[src/rtl/fkx_pkg.sv]
// Constants for the frame key field extractor.
// Assumes a 32-bit APB register bus and a parser giving decoded fields.
`default_nettype none
package fkx_pkg;
  // Register offsets and control fields
  localparam logic [7:0] CTRL_OFS = 8'h00;
  localparam logic [7:0] STAT_OFS = 8'h04;
  localparam int CTRL_DST_BIT = 0;
  localparam int CTRL_CLDSCP_BIT = 1;
  localparam int CTRL_KT_LSB = 2;
  localparam logic [31:0] CTRL_RST = 32'h0000_0000;
  // Key types
  localparam logic [1:0] KT_LL_FULL = 2'h0;
  localparam logic [1:0] KT_NORMAL = 2'h1;
  localparam logic [1:0] KT_5TUPLE = 2'h2;
  // Field applicability masks, one bit per key field
  localparam int NFIELD = 17;
  localparam logic [16:0] MASK_LL = 17'h1BFF6;
  localparam logic [16:0] MASK_NORMAL = 17'h1AFFD;
  localparam logic [16:0] MASK_5TUPLE = 17'h1FE88;
  localparam int F_DST = 0;
  localparam int F_DMAC = 1;
  localparam int F_SMAC = 2;
  localparam int F_IPMC = 3;
  localparam int F_ETLEN = 4;
  localparam int F_TYPE_OVERLOAD_FIELD = 5;
  localparam int F_IPSNAP = 6;
  localparam int F_IP4 = 7;
  localparam int F_FRAG = 8;
  localparam int F_FRAGOFS = 9;
  localparam int F_OPT = 10;
  localparam int F_DSCP = 11;
  localparam int F_DIP = 12;
  localparam int F_SIP = 13;
  localparam int F_PROTO = 14;
  localparam int F_TCPUDP = 15;
  localparam int F_TCP = 16;
  // Frame decode constants
  localparam logic [15:0] TYPE_OVERLOAD_FIELD_MIN = 16'h0600;
  localparam logic [15:0] TYPE_OVERLOAD_FIELD_IP4 = 16'h0800;
  localparam logic [15:0] TYPE_OVERLOAD_FIELD_IP6 = 16'h86DD;
  localparam logic [3:0] IPVER_4 = 4'h4;
  localparam logic [3:0] IPVER_6 = 4'h6;
  localparam logic [23:0] LLC_SNAP = 24'hAAAA03;
  localparam logic [3:0] IP4_MC_TOP = 4'hE;
  localparam logic [7:0] IP6_MC_TOP = 8'hFF;
  localparam logic [3:0] IHL_BASE = 4'h5;
  localparam logic [7:0] PROTO_TCP = 8'h06;
  localparam logic [7:0] PROTO_UDP = 8'h11;
endpackage : fkx_pkg
`default_nettype wire

[src/rtl/fkx_apb_regs.sv]
// APB slave with control and status registers.
// Assumes APB3 signalling; one wait-free access phase.
`default_nettype none
module fkx_apb_regs (
  input wire logic clk,
  input wire logic arst_n,
  input wire logic psel,
  input wire logic penable,
  input wire logic pwrite,
  input wire logic [7:0] paddr,
  input wire logic [31:0] pwdata,
  input wire logic [15:0] key_count,
  output logic pready,
  output logic pslverr,
  output logic [31:0] prdata,
  output logic [31:0] ctrl_q
);
  logic hit;
  always_comb
  begin
    if (paddr == fkx_pkg::CTRL_OFS)
      hit = 1'b1;
    else if (paddr == fkx_pkg::STAT_OFS)
      hit = 1'b1;
    else
      hit = 1'b0;
  end
  // Answer is prepared in the setup cycle
  always_ff @(posedge clk or negedge arst_n)
  begin
    if (!arst_n)
    begin
      pready <= 1'b0;
      pslverr <= 1'b0;
      prdata <= 32'h0000_0000;
    end
    else
    begin
      pready <= psel && !penable;
      pslverr <= psel && !penable && !hit;
      if (psel && !penable && !pwrite && paddr == fkx_pkg::CTRL_OFS)
        prdata <= ctrl_q & 32'h0000_000F;
      else if (psel && !penable && !pwrite && paddr == fkx_pkg::STAT_OFS)
        prdata <= {16'h0000, key_count};
      else
        prdata <= 32'h0000_0000;
    end
  end
  always_ff @(posedge clk or negedge arst_n)
  begin
    if (!arst_n)
      ctrl_q <= fkx_pkg::CTRL_RST;
    else if (psel && penable && pready && pwrite &&
             paddr == fkx_pkg::CTRL_OFS)
      ctrl_q <= pwdata & 32'h0000_000F;
  end
endmodule : fkx_apb_regs
`default_nettype wire

[src/rtl/fkx_classify.sv]
// Combinational frame type flags and overloaded key fields.
// Assumes parser fields are stable while in_valid is high.
`default_nettype none
module fkx_classify (
  input wire logic [15:0] type_len,
  input wire logic [3:0] ip_version,
  input wire logic [23:0] llc_hdr,
  input wire logic [7:0] ip4_proto,
  input wire logic [7:0] ip6_next_hdr,
  input wire logic oam_y1731,
  input wire logic [39:0] snap_pid,
  input wire logic [31:0] payload,
  input wire logic [31:0] ip4_sip,
  input wire logic [31:0] ip6_sip_lo,
  input wire logic [15:0] l4_dport,
  output logic etlen,
  output logic ipsnap,
  output logic ip4,
  output logic tcpudp,
  output logic tcp,
  output logic [7:0] proto,
  output logic [15:0] type_overload_field,
  output logic [31:0] sip
);
  logic is_ip;
  always_comb
  begin
    etlen = type_len >= fkx_pkg::TYPE_OVERLOAD_FIELD_MIN;
    ip4 = (type_len == fkx_pkg::TYPE_OVERLOAD_FIELD_IP4) &&
          (ip_version == fkx_pkg::IPVER_4);
    is_ip = ip4 || ((type_len == fkx_pkg::TYPE_OVERLOAD_FIELD_IP6) &&
            (ip_version == fkx_pkg::IPVER_6));
    ipsnap = etlen ? is_ip : (llc_hdr == fkx_pkg::LLC_SNAP);
    proto = ip4 ? ip4_proto : ip6_next_hdr;
    tcpudp = oam_y1731 || (is_ip && ((proto == fkx_pkg::PROTO_TCP) ||
             (proto == fkx_pkg::PROTO_UDP)));
    tcp = is_ip && (proto == fkx_pkg::PROTO_TCP);
    if (!etlen && !ipsnap)
    begin
      type_overload_field = llc_hdr[23:8];
      sip = {llc_hdr[7:0], payload[31:8]};
    end
    else if (!etlen)
    begin
      type_overload_field = snap_pid[39:24];
      sip = {snap_pid[23:0], payload[31:24]};
    end
    else if (ipsnap)
    begin
      type_overload_field = tcpudp ? l4_dport : {8'h00, proto};
      sip = ip4 ? ip4_sip : ip6_sip_lo;
    end
    else
    begin
      type_overload_field = type_len;
      sip = payload;
    end
  end
endmodule : fkx_classify
`default_nettype wire

[src/rtl/fkx_top.sv]
// Key field extractor: registers the lookup key from parsed fields.
// Assumes the parser gives one frame's fields per in_valid cycle.
//
// The placing of the registers and the APB slave port were left to the implementer.
`default_nettype none
// Functional notes
// - Destination select swaps MAC sources, and IP sources for IP frames
// - IP multicast from address top bits
// - EtherType flag when type at least 600
// - LLC type field is DSAP and SSAP
// - SNAP type field is PID bytes 4-3
// - TCP_OR_UDP_FLAG IP frames use destination port
// - Other IP frames use protocol number
// - Other EtherType frames use EtherType
// - IP flag for 0800 v4, 86DD v6
// - SNAP flag for LLC AA AA 03
// - IPv4 flag needs 0800 and version 4
// - Fragmented when more-fragments or offset nonzero
// - Non-first fragment when offset nonzero
// - Options flag when header length above 5
// - DSCP from frame or classified DSCP
// - Destination IP is IPv4 or IPv6 low
// - LLC and SNAP source IP overloads
// - IP source IP is v4 or v6 low
// - Other frames source IP is payload 0-3
// - Protocol field is v4 proto or next header
// - TCP_OR_UDP_FLAG flag for 6, 17, or OAM
// - TCP flag only for protocol 6
module fkx_top (
  input wire logic clk,
  input wire logic arst_n,
  input wire logic psel,
  input wire logic penable,
  input wire logic pwrite,
  input wire logic [7:0] paddr,
  input wire logic [31:0] pwdata,
  output logic pready,
  output logic pslverr,
  output logic [31:0] prdata,
  input wire logic in_valid,
  input wire logic [47:0] frame_dmac,
  input wire logic [47:0] frame_smac,
  input wire logic [15:0] type_len,
  input wire logic [3:0] ip_version,
  input wire logic [23:0] llc_hdr,
  input wire logic [39:0] snap_pid,
  input wire logic [31:0] payload,
  input wire logic [31:0] ip4_sip,
  input wire logic [31:0] ip4_dip,
  input wire logic [31:0] ip6_sip_lo,
  input wire logic [31:0] ip6_dip_lo,
  input wire logic [7:0] ip6_dip_top,
  input wire logic [7:0] ip4_proto,
  input wire logic [7:0] ip6_next_hdr,
  input wire logic more_frag,
  input wire logic [12:0] frag_offset,
  input wire logic [3:0] ip4_hdr_len,
  input wire logic [5:0] frame_dscp,
  input wire logic [5:0] classified_dscp,
  input wire logic [15:0] l4_dport,
  input wire logic oam_y1731,
  output logic key_valid_q,
  output logic [1:0] key_type_q,
  output logic dst_entry_q,
  output logic [47:0] dest_mac_field_q,
  output logic [47:0] source_mac_field_q,
  output logic ip_multicast_flag_q,
  output logic ethertype_encoded_flag_q,
  output logic [15:0] type_overload_field_q,
  output logic ip_or_snap_flag_q,
  output logic ipv4_flag_q,
  output logic fragmented_flag_q,
  output logic non_first_fragment_flag_q,
  output logic ipv4_options_flag_q,
  output logic [5:0] dscp_key_field_q,
  output logic [31:0] dest_ip_field_q,
  output logic [31:0] source_ip_field_q,
  output logic [7:0] ip_protocol_field_q,
  output logic tcp_or_udp_flag_q,
  output logic tcp_flag_q
);
  logic [31:0] ctrl_q;
  logic [15:0] key_count_q;
  logic next_key_selector_dst;
  logic classified_dscp_select;
  logic [1:0] key_sel;
  logic etlen;
  logic ipsnap;
  logic ip4;
  logic tcpudp;
  logic tcp;
  logic [7:0] proto;
  logic [15:0] type_overload_field;
  logic [31:0] sip;
  logic [16:0] on;
  logic [31:0] dip;
  logic ipmc;

  // Field applicability for a key type
  function automatic logic [16:0] key_mask(input logic [1:0] kt);
    if (kt == fkx_pkg::KT_LL_FULL)
      key_mask = fkx_pkg::MASK_LL;
    else if (kt == fkx_pkg::KT_NORMAL)
      key_mask = fkx_pkg::MASK_NORMAL;
    else if (kt == fkx_pkg::KT_5TUPLE)
      key_mask = fkx_pkg::MASK_5TUPLE;
    else
      key_mask = 17'h00000;
  endfunction : key_mask

  assign next_key_selector_dst = ctrl_q[fkx_pkg::CTRL_DST_BIT];
  assign classified_dscp_select = ctrl_q[fkx_pkg::CTRL_CLDSCP_BIT];
  assign key_sel = ctrl_q[fkx_pkg::CTRL_KT_LSB +: 2];
  assign on = key_mask(key_sel);

  fkx_apb_regs u_regs (
    .clk(clk),
    .arst_n(arst_n),
    .psel(psel),
    .penable(penable),
    .pwrite(pwrite),
    .paddr(paddr),
    .pwdata(pwdata),
    .key_count(key_count_q),
    .pready(pready),
    .pslverr(pslverr),
    .prdata(prdata),
    .ctrl_q(ctrl_q)
  );

  fkx_classify u_cls (
    .type_len(type_len),
    .ip_version(ip_version),
    .llc_hdr(llc_hdr),
    .ip4_proto(ip4_proto),
    .ip6_next_hdr(ip6_next_hdr),
    .oam_y1731(oam_y1731),
    .snap_pid(snap_pid),
    .payload(payload),
    .ip4_sip(ip4_sip),
    .ip6_sip_lo(ip6_sip_lo),
    .l4_dport(l4_dport),
    .etlen(etlen),
    .ipsnap(ipsnap),
    .ip4(ip4),
    .tcpudp(tcpudp),
    .tcp(tcp),
    .proto(proto),
    .type_overload_field(type_overload_field),
    .sip(sip)
  );

  assign dip = ip4 ? ip4_dip : ip6_dip_lo;
  assign ipmc = ip4 ? (ip4_dip[31:28] == fkx_pkg::IP4_MC_TOP) :
    (etlen && ipsnap && ip6_dip_top == fkx_pkg::IP6_MC_TOP);

  // Key valid and frame count
  always_ff @(posedge clk or negedge arst_n)
  begin
    if (!arst_n)
    begin
      key_valid_q <= 1'b0;
      key_count_q <= 16'h0000;
    end
    else
    begin
      key_valid_q <= in_valid;
      if (in_valid)
        key_count_q <= key_count_q + 16'h0001;
    end
  end

  // Layer-2 fields
  always_ff @(posedge clk or negedge arst_n)
  begin
    if (!arst_n)
    begin
      key_type_q <= 2'h0;
      dst_entry_q <= 1'b0;
      dest_mac_field_q <= 48'h0000_0000_0000;
      source_mac_field_q <= 48'h0000_0000_0000;
      ethertype_encoded_flag_q <= 1'b0;
      type_overload_field_q <= 16'h0000;
      ip_or_snap_flag_q <= 1'b0;
    end
    else if (in_valid)
    begin
      key_type_q <= key_sel;
      dst_entry_q <= on[fkx_pkg::F_DST] && next_key_selector_dst;
      dest_mac_field_q <= on[fkx_pkg::F_DMAC] ? frame_dmac :
        48'h0000_0000_0000;
      if (!on[fkx_pkg::F_SMAC])
        source_mac_field_q <= 48'h0000_0000_0000;
      else if (next_key_selector_dst)
        source_mac_field_q <= frame_dmac;
      else
        source_mac_field_q <= frame_smac;
      ethertype_encoded_flag_q <= on[fkx_pkg::F_ETLEN] && etlen;
      type_overload_field_q <= on[fkx_pkg::F_TYPE_OVERLOAD_FIELD] ? type_overload_field : 16'h0000;
      ip_or_snap_flag_q <= on[fkx_pkg::F_IPSNAP] && ipsnap;
    end
  end

  // Layer-3 and layer-4 fields
  always_ff @(posedge clk or negedge arst_n)
  begin
    if (!arst_n)
    begin
      ip_multicast_flag_q <= 1'b0;
      ipv4_flag_q <= 1'b0;
      fragmented_flag_q <= 1'b0;
      non_first_fragment_flag_q <= 1'b0;
      ipv4_options_flag_q <= 1'b0;
      dscp_key_field_q <= 6'h00;
      dest_ip_field_q <= 32'h0000_0000;
      source_ip_field_q <= 32'h0000_0000;
      ip_protocol_field_q <= 8'h00;
      tcp_or_udp_flag_q <= 1'b0;
      tcp_flag_q <= 1'b0;
    end
    else if (in_valid)
    begin
      ip_multicast_flag_q <= on[fkx_pkg::F_IPMC] && ipmc;
      ipv4_flag_q <= on[fkx_pkg::F_IP4] && ip4;
      fragmented_flag_q <= on[fkx_pkg::F_FRAG] && ip4 &&
        (more_frag || frag_offset != 13'h0000);
      non_first_fragment_flag_q <= on[fkx_pkg::F_FRAGOFS] && ip4 &&
        (frag_offset != 13'h0000);
      ipv4_options_flag_q <= on[fkx_pkg::F_OPT] && ip4 &&
        (ip4_hdr_len > fkx_pkg::IHL_BASE);
      if (!on[fkx_pkg::F_DSCP])
        dscp_key_field_q <= 6'h00;
      else if (classified_dscp_select)
        dscp_key_field_q <= classified_dscp;
      else
        dscp_key_field_q <= frame_dscp;
      dest_ip_field_q <= on[fkx_pkg::F_DIP] ? dip : 32'h0000_0000;
      if (!on[fkx_pkg::F_SIP])
        source_ip_field_q <= 32'h0000_0000;
      else if (next_key_selector_dst && etlen && ipsnap)
        source_ip_field_q <= dip;
      else
        source_ip_field_q <= sip;
      ip_protocol_field_q <= on[fkx_pkg::F_PROTO] ? proto : 8'h00;
      tcp_or_udp_flag_q <= on[fkx_pkg::F_TCPUDP] && tcpudp;
      tcp_flag_q <= on[fkx_pkg::F_TCP] && tcp;
    end
  end
endmodule : fkx_top
`default_nettype wire

[config.mk]
export PLATFORM = sky130hd
export DESIGN_NAME = fkx_top
export DESIGN_NICKNAME = d
export VERILOG_FILES = /design/src/rtl/fkx_pkg.sv /design/src/rtl/fkx_apb_regs.sv /design/src/rtl/fkx_classify.sv /design/src/rtl/fkx_top.sv
export SDC_FILE = /design/constraint.sdc
export NUM_CORES = 1
export LEC_CHECK = 0
export ABC_CLOCK_PERIOD_IN_PS = 5000
export BUFFER_PORTS_ARGS = -buffer_cell sky130_fd_sc_hd__clkbuf_2
export CORE_AREA = 2 2 269 271
export CTS_CLUSTER_SIZE = 24
export DETAILED_ROUTE_END_ITERATION = 12
export DIE_AREA = 0 0 271 273
export SETUP_SLACK_MARGIN = 0.15
export SKIP_LAST_GASP = 1
export SYNTH_ARGS = -nofsm -noshare
export SYNTH_HDL_FRONTEND = slang
export SYNTH_SLANG_ARGS = --single-unit
[constraint.sdc]
create_clock -name clk -period 5 [get_ports clk]
set_input_delay 1 -clock clk [delete_from_list [all_inputs] [get_ports clk]]
set_output_delay 1 -clock clk [all_outputs]
set_load 0.02 [all_outputs]
==> results of run 1 <==
-- cells in the mapped netlist, types with 8 or more instances --
cell type  number
o211ai_1       37
a21oi_1        20
nor4_1          8
buf_1          15
nand2_1        22
mux2_2         11
nand3_1        57
buf_2          13
a211o_1        32
nand4_1        14
o2bb2ai_1      96
xnor2_1        10
a22oi_1        40
a2bb2oi_1      35
and2_1         15
nor2_1         55
buf_4          18
clkbuf_1       61
mux2i_1       158
o21ai_0        64
nor4bb_1        8
inv_1          68
dfrtp_1       241
nor3_1          9
-- through the flow --
step                instances  cell area, um2  setup slack, ns  utilization, %
floorplan                1207           12700             2.04               -
global placement         2720           17000             1.18            23.9
detailed placement       2720           17000             1.17            23.9
CTS                      2773           17900             1.80            25.2
global route             2774           17900             1.60            25.2
finish                   2778           17900             1.58            25.2
-- state kept, by name, summed over array words and instances (netlist names), 2 cells and up --
register and cells:
dest_mac_field_q 48, source_mac_field_q 48, dest_ip_field_q 32, source_ip_field_q 32, key_count_q 16, type_overload_field_q 16
u_regs.prdata 16, ip_protocol_field_q 8, dscp_key_field_q 6, u_regs.ctrl_q 4, key_type_q 2
-- kinds of logic (layout without fill, tap and decap cells) --
| family | after synthesis | count (layout) |
|---|---|---|
| DFF | 241 | 241 |
| adders and majority gates | 6 | 6 |
| other | 1 | 21 |
| AOI/OAI and AO/OA | 371 | 371 |
| xor gates and xnor gates | 15 | 15 |
| and+or+nand+nor | 210 | 210 |
| muxes | 169 | 169 |
| buffers and inverters | 179 | 795 |
-- cells in the final DEF (no fill, tap or decap), types with 8 or more instances in the layout --
cell type  instances
o21ai_0           63
clkbuf_1           9
o211ai_1          37
nor2_1            54
conb_1            16
and2_1            13
nor3_1             9
dfrtp_1          240
buf_4             23
a211o_1           32
clkbuf_16         29
nand3_1           57
nand2_1           21
a2bb2oi_1         35
xnor2_1           10
clkbuf_2         646
a22oi_1           40
inv_1             67
nand4_1           14
o2bb2ai_1         96
mux2_2            11
mux2i_1          158
nor4_1             8
a21oi_1           20
-- power by group --
part           internal, mW  switching, mW
combinational         0.209          0.295
sequential             1.99         0.0442
clock                  1.27          0.906
-- metal layers --
| layer | track usage [%] | up-vias | share of wire, % |
|---|---|---|---|
| met2 | 25.6 | 596 | 46 |
| li1 | - | 5642 | - |
| met4 | 7.04 | 8 | 4.4 |
| met1 | 19.4 | 6062 | 41 |
| met5 | 0 | - | 0.093 |
| met3 | 5.25 | 102 | 9.2 |
-- final cells by class --
| cell class | instances | area [um2] | area share, % |
|---|---|---|---|
| flip-flops and latches | 241 | 6030 | 33.7 |
| inverters | 68 | 260 | 1.45 |
| well taps | 950 | 1190 | 6.64 |
| clock buffers | 41 | 801 | 4.47 |
| diodes | 5 | 12.5 | 0.0698 |
| clock inverters | 12 | 148 | 0.824 |
| multi-input cells | 787 | 5970 | 33.3 |
| repair buffers | 674 | 3500 | 19.5 |
-- path summary, 6_finish.rpt --
path,startpoint,endpoint
setup / recovery,llc_hdr[18],type_overload_field_q[1]
hold / removal,arst_n,source_mac_field_q[26]
setup reg to reg,u_regs.ctrl_q[2],type_overload_field_q[0]
hold reg to reg,key_count_q[15],key_count_q[15]
max in group asynchronous,arst_n,ip_protocol_field_q[4]
min in group clk,key_count_q[15],key_count_q[15]
==> metrics, run 1 <==
root buffer cell clkbuf_16; vias 12,410; P_leak 8.97 nW; worst vdd rail ir drop 182 uV; share of the yosys chip area belonging to registers 47.6%; Final setup viols 0; Crit path depth 8; register clock-pin slew on the reported worst setup and hold paths 0.06 ns; vias in the first global route 12,641; first-pass GRT wire length 87,000 um; Max Cap Viol 0; CP cell instances clkbuf_2 > nor4bb_2 > nand4_1 > nor2_4 > buf_12 > mux2i_1 > o221ai_1 > a21o_1; Yosys warnings 0; Yosys top cell area share ~48%; GPL Wtd Cong 0.914; min Tclk post-route 3.42 ns; Ports between 600 and 700; Final TNS setup 0 ns; Avg Inst Size Synth 10.6 um2; Hold Buf Count CTS 0; CTS tree yes; pin count of the biggest net entering global routing 102; fin nets 2,264; WL/cell about 22 um; Die Wd 271 um; final worst clock skew 0.0122 ns; final slew viol count 0; DRC Markers 0; Slew Limit Headroom 8.57%; RSZ-0062 raised after global routing no; critical path's slowest cell nor4bb_2; largest family of logic cells by synthesized area compound AO/OA/AOI/OAI gates; Post-CTS Resized 0; Synth Area in Simple Gates 8.77%; Hold Fails Final Rpt 0; Worst Max-Slew Pin Slew 1.35 ns; pwr dens ~260 nW/um2; CTS Buf Count 29; Yosys cell types 53; remaining global-route overflow 0; Worst setup EP type flip-flop; number of synthesized flops with an enable pin 0; status finished clean; Synth Area in Adders 0.592%; Die Span Y 273 um; Max FO, Critical Path 37; Pwr Total 4.71 mW; core area 71,000 um2; #FFs+latches synth 241; Fmax 0.292 GHz; fill count 7,643; Die ar. 74,000 um2; cell accounting for the most synthesized area dfrtp_1; cell depth of the worst flop-to-flop path 6; Syn Inst Count 1,192; Syn-to-layout area delta 41.3%; mux contribution to synthesized area a little over an eighth; cell family with most CP delay simple AND/OR/NAND/NOR gates; worst-skew pair later-pin latency 0.58 ns; starting density of the core 17.9%; CTS Buffer Depth 3; Worst setup SP type input pin; Detailed Routing Iterations Pass 1 5; slowest cell delay on critical path 1.13 ns; H-tree levels 1; clock sink count 241; Worst EP required roughly 5.5 ns; Total Wirelength 61,200 um; Area contributors post-synth dfrtp_1, mux2i_1, o2bb2ai_1; post-DP HPWL 47,800 um; worst path bufs/invs 2; post-synthesis async set-or-reset flop share 100%; Post-CTS Setup Inserts 0; Tcrit/Tclk final 68.5%; Synth Area in Compound Gates roughly 22%; post-route ant nets 0; Detailed Route Iter0 Violations 720; crit path kind in2reg; dominant synthesized flop cell dfrtp_1; Worst Hold Class in2async; flop-to-flop setup slack 2.58 ns; worst-case hold slack 0.351 ns; Mapped Area between 10,000 and 15,000 um2; Synth Area in XOR/XNOR between 1 and 1.5%; Critical Path AT 3.89 ns; gr usage total 16.0%; Via density 4.47; initial antenna violation count 7; share of cells above drive strength 1 41.0%; num rows 98; IO Port Bufs 648
No activity file was read; power rests on OpenSTA's default activity.
==> run 2: changes to the inputs <==
ABC_CLOCK_PERIOD_IN_PS = 3100   (was 5000)
clock period = 3.1 ns   (was 5 ns; I/O delays follow)
==> run 2 against run 1 <==
  * Via count rose by 2.1%
  * Utilization rose by 0.84 points
  * First-iteration DRC count rose by 13%
  * Die area did not move
  * Clock power rose by 73%
  * Non-clock buffer count rose by 52
  * Worst hold slack got worse by 0.13 ns
  * Design area rose by 3.3%
==> metrics, run 2 (same netlist as run 1, synthesis figures left out) <==
pwr dens 425 nW/um2 (+62%); CTS Buffer Depth 3 (unchanged); register clock-pin slew on the reported worst setup and hold paths 0.06 ns (about the same); vias 12,674 (+2.1%); gr usage total 16.2% (+0.27 points); min Tclk post-route 2.57 ns; Final setup viols 0 (unchanged); H-tree levels 1 (unchanged); CTS tree yes; worst vdd rail ir drop 410 uV (+120%); first-pass GRT wire length 88,800 um (+2.1%); Critical Path AT 3.08 ns (-0.81 ns); Worst Max-Slew Pin Slew 0.979 ns (-0.374 ns); Max Cap Viol 0 (unchanged); Die Span Y 273 um (unchanged); P_leak 9.31 nW (+3.9%); Hold Fails Final Rpt 0 (unchanged); fill count 7,610 (-0.43%); Worst EP required 3.61 ns (-1.86 ns); Die ar. 74,000 um2 (unchanged); num rows 98 (unchanged); multi-input logic area 5960 um2 (-0.10%); IO Port Bufs 648 (unchanged); CTS Buf Count 30 (+3.4%); root buffer cell clkbuf_16; Post-CTS Resized 0 (unchanged); fin nets 2,317 (+2.3%); Detailed Routing Iterations Pass 1 5 (unchanged); Slew Limit Headroom 34.5% (+26 points); Max FO, Critical Path 6 (-84%); Worst Hold Class in2reg; Ports 694 (unchanged); pin count of the biggest net entering global routing 99 (-2.9%); Worst setup EP type flip-flop; core area 71,000 um2 (unchanged); Tcrit/Tclk final 82.9%; Final Non-Filler Cells 2,830 (+1.9%); Worst setup SP type flip-flop; initial antenna violation count 10 (+3); Total Wirelength 62,500 um (+2.1%); post-route ant nets 0 (unchanged); placed insts 2,771 (+1.9%); starting density of the core 17.9% (unchanged); Fmax 0.389 GHz; status finished clean; Register Area 6030 um2 (unchanged); crit path kind reg2reg; remaining global-route overflow 0 (unchanged); Final TNS setup 0 ns (unchanged); Syn-to-layout area delta 46.1%; most frequent cells in the layout clkbuf_2, dfrtp_1, mux2i_1; Via density 4.48 (+0.25%); post-DP HPWL 49,800 um (+4.0%); RSZ-0062 raised after global routing no; final worst clock skew 0.0249 ns (+0.0127 ns); Die Wd 271 um (unchanged); clock sink count 241 (unchanged); commonest non-fill, non-tap cell in the layout clkbuf_2; final slew viol count 0 (unchanged); top flop regs dest_mac_field_q x48, source_mac_field_q x48; worst-skew pair later-pin latency 0.60 ns (+0.02 ns); DRC Markers 0 (unchanged); vias in the first global route 12,967 (+2.6%); Detailed Route Iter0 Violations 816 (+13%); Final Util 26.1% (+0.84 points); WL/cell 22.1 um (+0.24%); GPL Wtd Cong 0.915 (+0.14%); share of cells above drive strength 1 42.7% (+1.7 points)
==> run 2: cell count changes in the layout (fill, tap and decap cells not counted), moves of 2 or more <==
cell / delta
buf_4: +41
clkinv_2: -2
clkbuf_8: +5
buf_12: +10
clkbuf_1: -2
==> run 2: area by class of cell <==
cell class | count | area share (%)
sequential | 241 | 32.6
multi-input combinational | 787 | 32.2
timing repair buffer | 726 | 21.7
tap | 950 | 6.42
clock buffer | 45 | 4.79
inverter | 68 | 1.41
clock inverter | 9 | 0.818
antenna | 4 | 0.0541
==> run 2: path summary, 6_finish.rpt <==
kind / startpoint / to / slack [ns] / depth (start not counted)
worst max-delay path: u_regs.ctrl_q[3] / type_overload_field_q[14] / 0.53 / 8
worst min-delay path: pwdata[3] / u_regs.ctrl_q[3] / 0.22 / 3
worst max register to register: u_regs.ctrl_q[3] / type_overload_field_q[14] / 0.53 / 8
worst min register to register: key_count_q[15] / key_count_q[15] / 0.47 / 1
max in group asynchronous: arst_n / key_count_q[12] / 1.63 / 3
min in group asynchronous: arst_n / dest_mac_field_q[23] / 0.58 / 2
==> run 2: power by group <==
group | internal [mW] | total, mW | switching [mW]
Combinational | 0.353 | 0.835 | 0.482
Sequential | 3.20 | 3.27 | 0.0712
Clock | 2.22 | 3.75 | 1.53
Total | 5.78 | 7.86 | 2.08
==> run 2: stage by stage <==
stage	power [mW]	setup slack (ns)	hold WS (ns)	area, um2
floorplan	3.60	0.517	0.324	12700
global placement	4.17	-0.0621	0.454	17500
detailed placement	4.17	-0.0579	0.462	17500
CTS	7.99	0.384	0.167	18500
global route	8.18	0.232	0.184	18500
finish	7.86	0.530	0.219	18500
==> run 2: critical path: stages, from the launching register on <==
cell	delay [ns]
dfrtp_1	0.43
inv_1	0.15
ha_2	0.40
nor2_1	0.07
nor2_1	0.24
nand2_1	0.13
nor2_1	0.76
a22oi_1	0.16
o31ai_1	0.13
==> run 2: routing by layer <==
layer | global-route usage, % | share of wire, % | up-vias
li1 | - | - | 5765
met1 | 20.1 | 41 | 6156
met2 | 26.8 | 46 | 652
met3 | 4.39 | 8.7 | 99
met4 | 6.34 | 4.0 | 2
met5 | 0 | 0.021 | -
==> run 2: timing repair <==
item                                   4_1_cts  5_1_grt
hold buffers                                 1        0
setup endpoints to repair                    0        0
buffers inserted                             0        0
endpoints found under the hold margin       31        0
==> run 3: changes to the inputs <==
ABC_CLOCK_PERIOD_IN_PS = 2100   (was 3100)
clock period = 2.1 ns   (was 3.1 ns; I/O delays follow)
==> run 3 against run 2 <==
  * Power rose by 50%
  * Clock skew fell by 0.0088 ns
  * Die area unchanged
  * Combinational power is 65% higher
  * Utilization is 1.7 points higher
  * Worst setup slack worse by 0.43 ns
  * Design area grew 6.4%
  * Global-route usage rose by 0.51 points
  * Critical path depth unchanged
  * Largest cell class is now multi-input gates
  * Worst hold slack got worse by 0.18 ns
==> metrics, run 3 (same netlist as run 1, synthesis figures left out) <==
fin nets 2,416 (+4.3%); Tcrit/Tclk final 95.0%; crit path kind in2reg; Worst Max-Slew Pin Slew 0.532 ns (-0.446 ns); initial antenna violation count 14 (+4); top flop regs dest_mac_field_q x48, source_mac_field_q x48; Total Wirelength 65,400 um (+4.7%); Ports 694 (unchanged); Die ar. 74,000 um2 (unchanged); vias in the first global route 13,119 (+1.2%); Die Span Y 273 um (unchanged); P_leak 9.98 nW (+7.1%); pwr dens 600 nW/um2 (+41%); pin count of the biggest net entering global routing 102 (+3.0%); starting density of the core 17.9% (unchanged); remaining global-route overflow 0 (unchanged); gr usage total 16.7% (+0.51 points); final instance area 19,700 um2 (+6.4%); slowest cell delay on critical path 0.58 ns (-0.18 ns); DRC Markers 0 (unchanged); CP cell instances clkbuf_2 > or4_4 > nor4_4 > and2_4 > buf_12 > mux2i_2 > a211o_1 > o211ai_1; min Tclk post-route 2.00 ns; Critical Path AT 2.47 ns (-0.61 ns); Final TNS setup 0 ns (unchanged); Final setup viols 0 (unchanged); post-route ant nets 0 (unchanged); Via density 4.48 (about the same); GPL Wtd Cong 0.948 (+3.6%); Hold Fails Final Rpt 0 (unchanged); share of cells above drive strength 1 46.9% (+4.2 points); vias 13,120 (+3.5%); CTS Buf Count 30 (unchanged); Die Wd 271 um (unchanged); CTS Buffer Depth 3 (unchanged); most frequent cells in the layout clkbuf_2, dfrtp_1, mux2i_1; worst vdd rail ir drop 522 uV (+27%); Worst setup EP type flip-flop; Slew Limit Headroom 64.0% (+30 points); Max Cap Viol 0 (unchanged); post-DP HPWL 51,400 um (+3.2%); Detailed Routing Iterations Pass 1 5 (unchanged); worst path bufs/invs 2 (+1); final slew viol count 0 (unchanged); CTS tree yes; commonest non-fill, non-tap cell in the layout clkbuf_2; register clock-pin slew on the reported worst setup and hold paths 0.06 ns (about the same); RSZ-0062 raised after global routing yes; Detailed Route Iter0 Violations 876 (+7.4%); critical path's slowest cell or4_4; worst-skew pair later-pin latency 0.59 ns (about the same); root buffer cell clkbuf_16; Max FO, Critical Path 11 (+5); Worst setup SP type input pin; first-pass GRT wire length 91,800 um (+3.3%); final worst clock skew 0.0161 ns (-0.00880 ns); IO Port Bufs 648 (unchanged); status finished clean; core area 71,000 um2 (unchanged); Syn-to-layout area delta 55.4%; clock sink count 241 (unchanged); area post-placement 18,200 um2 (+4.3%); WL/cell 22.3 um (+1.2%); num rows 98 (unchanged); cell family with most CP delay simple AND/OR/NAND/NOR gates; Worst Hold Class in2reg; Worst EP required 2.57 ns (-1.04 ns); Fmax around 0.5 GHz; H-tree levels 1 (unchanged)
[run 3: where the power goes]
part,leakage (nW),internal (mW),switching (mW)
Sequential,3.32,4.73,0.105
Clock,0.511,3.40,2.22
Combinational,6.14,0.619,0.756
[run 3: tightest hold or removal path: cells and delay by family]
kind / cells / cell delay [ns]
AND/OR/NAND/NOR: 1 / 0.04
buffers and inverters: 1 / 0.07
AO/OA/AOI/OAI: 1 / 0.06
[run 3: metrics by stage]
stage | cells | power [mW] | utilization, % | hold slack, ns | setup slack (ns)
2_1_floorplan | 1207 | 5.32 | - | 0.124 | -0.256
3_3_place_gp | 2850 | 6.26 | 25.6 | 0.316 | -0.643
3_5_place_dp | 2850 | 6.26 | 25.6 | 0.313 | -0.641
4_1_cts | 2915 | 12.0 | 27.3 | 0.00485 | 0.150
5_1_grt | 2927 | 12.3 | 27.7 | 0.0293 | 0.0528
6_report | 2929 | 11.8 | 27.7 | 0.0370 | 0.104
[run 3: final timing paths]
path | start | end | slack [ns] | cells after the start
min | pwdata[3] | u_regs.ctrl_q[3] | 0.04 | 3
min reg2reg | key_count_q[15] | key_count_q[15] | 0.48 | 1
max reg2reg | u_regs.ctrl_q[2] | type_overload_field_q[4] | 0.20 | 8
max in group asynchronous | arst_n | key_type_q[0] | 1.06 | 4
max | ip_version[0] | source_ip_field_q[17] | 0.10 | 8
min in group asynchronous | arst_n | source_ip_field_q[24] | 0.30 | 2
[run 3: cell type report]
cell class,instances,area [um2]
antenna,3,7.51
clock inverter,11,171
inverter,68,260
sequential,241,6030
clock buffer,44,885
fill,7499,51300
tap,950,1190
timing repair buffer,825,5010
multi-input combinational,787,6140
[run 3: repair_timing]
action                                 CTS  global route
cloned                                   2             2
setup endpoints to repair               44            47
pin swaps                                0            11
buffers inserted                         6             9
resized for setup                       12            37
hold buffers                             2             0
endpoints found under the hold margin   49             0
[run 3: per-layer routing]
| layer | track usage (%) | vias up | share of wire (%) | routed length, um |
|---|---|---|---|---|
| met5 | 0 | - | 0.16 | 104 |
| met4 | 4.86 | 18 | 3.2 | 2070 |
| met3 | 6.28 | 119 | 10 | 6820 |
| met2 | 27.3 | 680 | 46 | 30100 |
| met1 | 20.5 | 6346 | 40 | 26300 |
| li1 | - | 5957 | - | - |
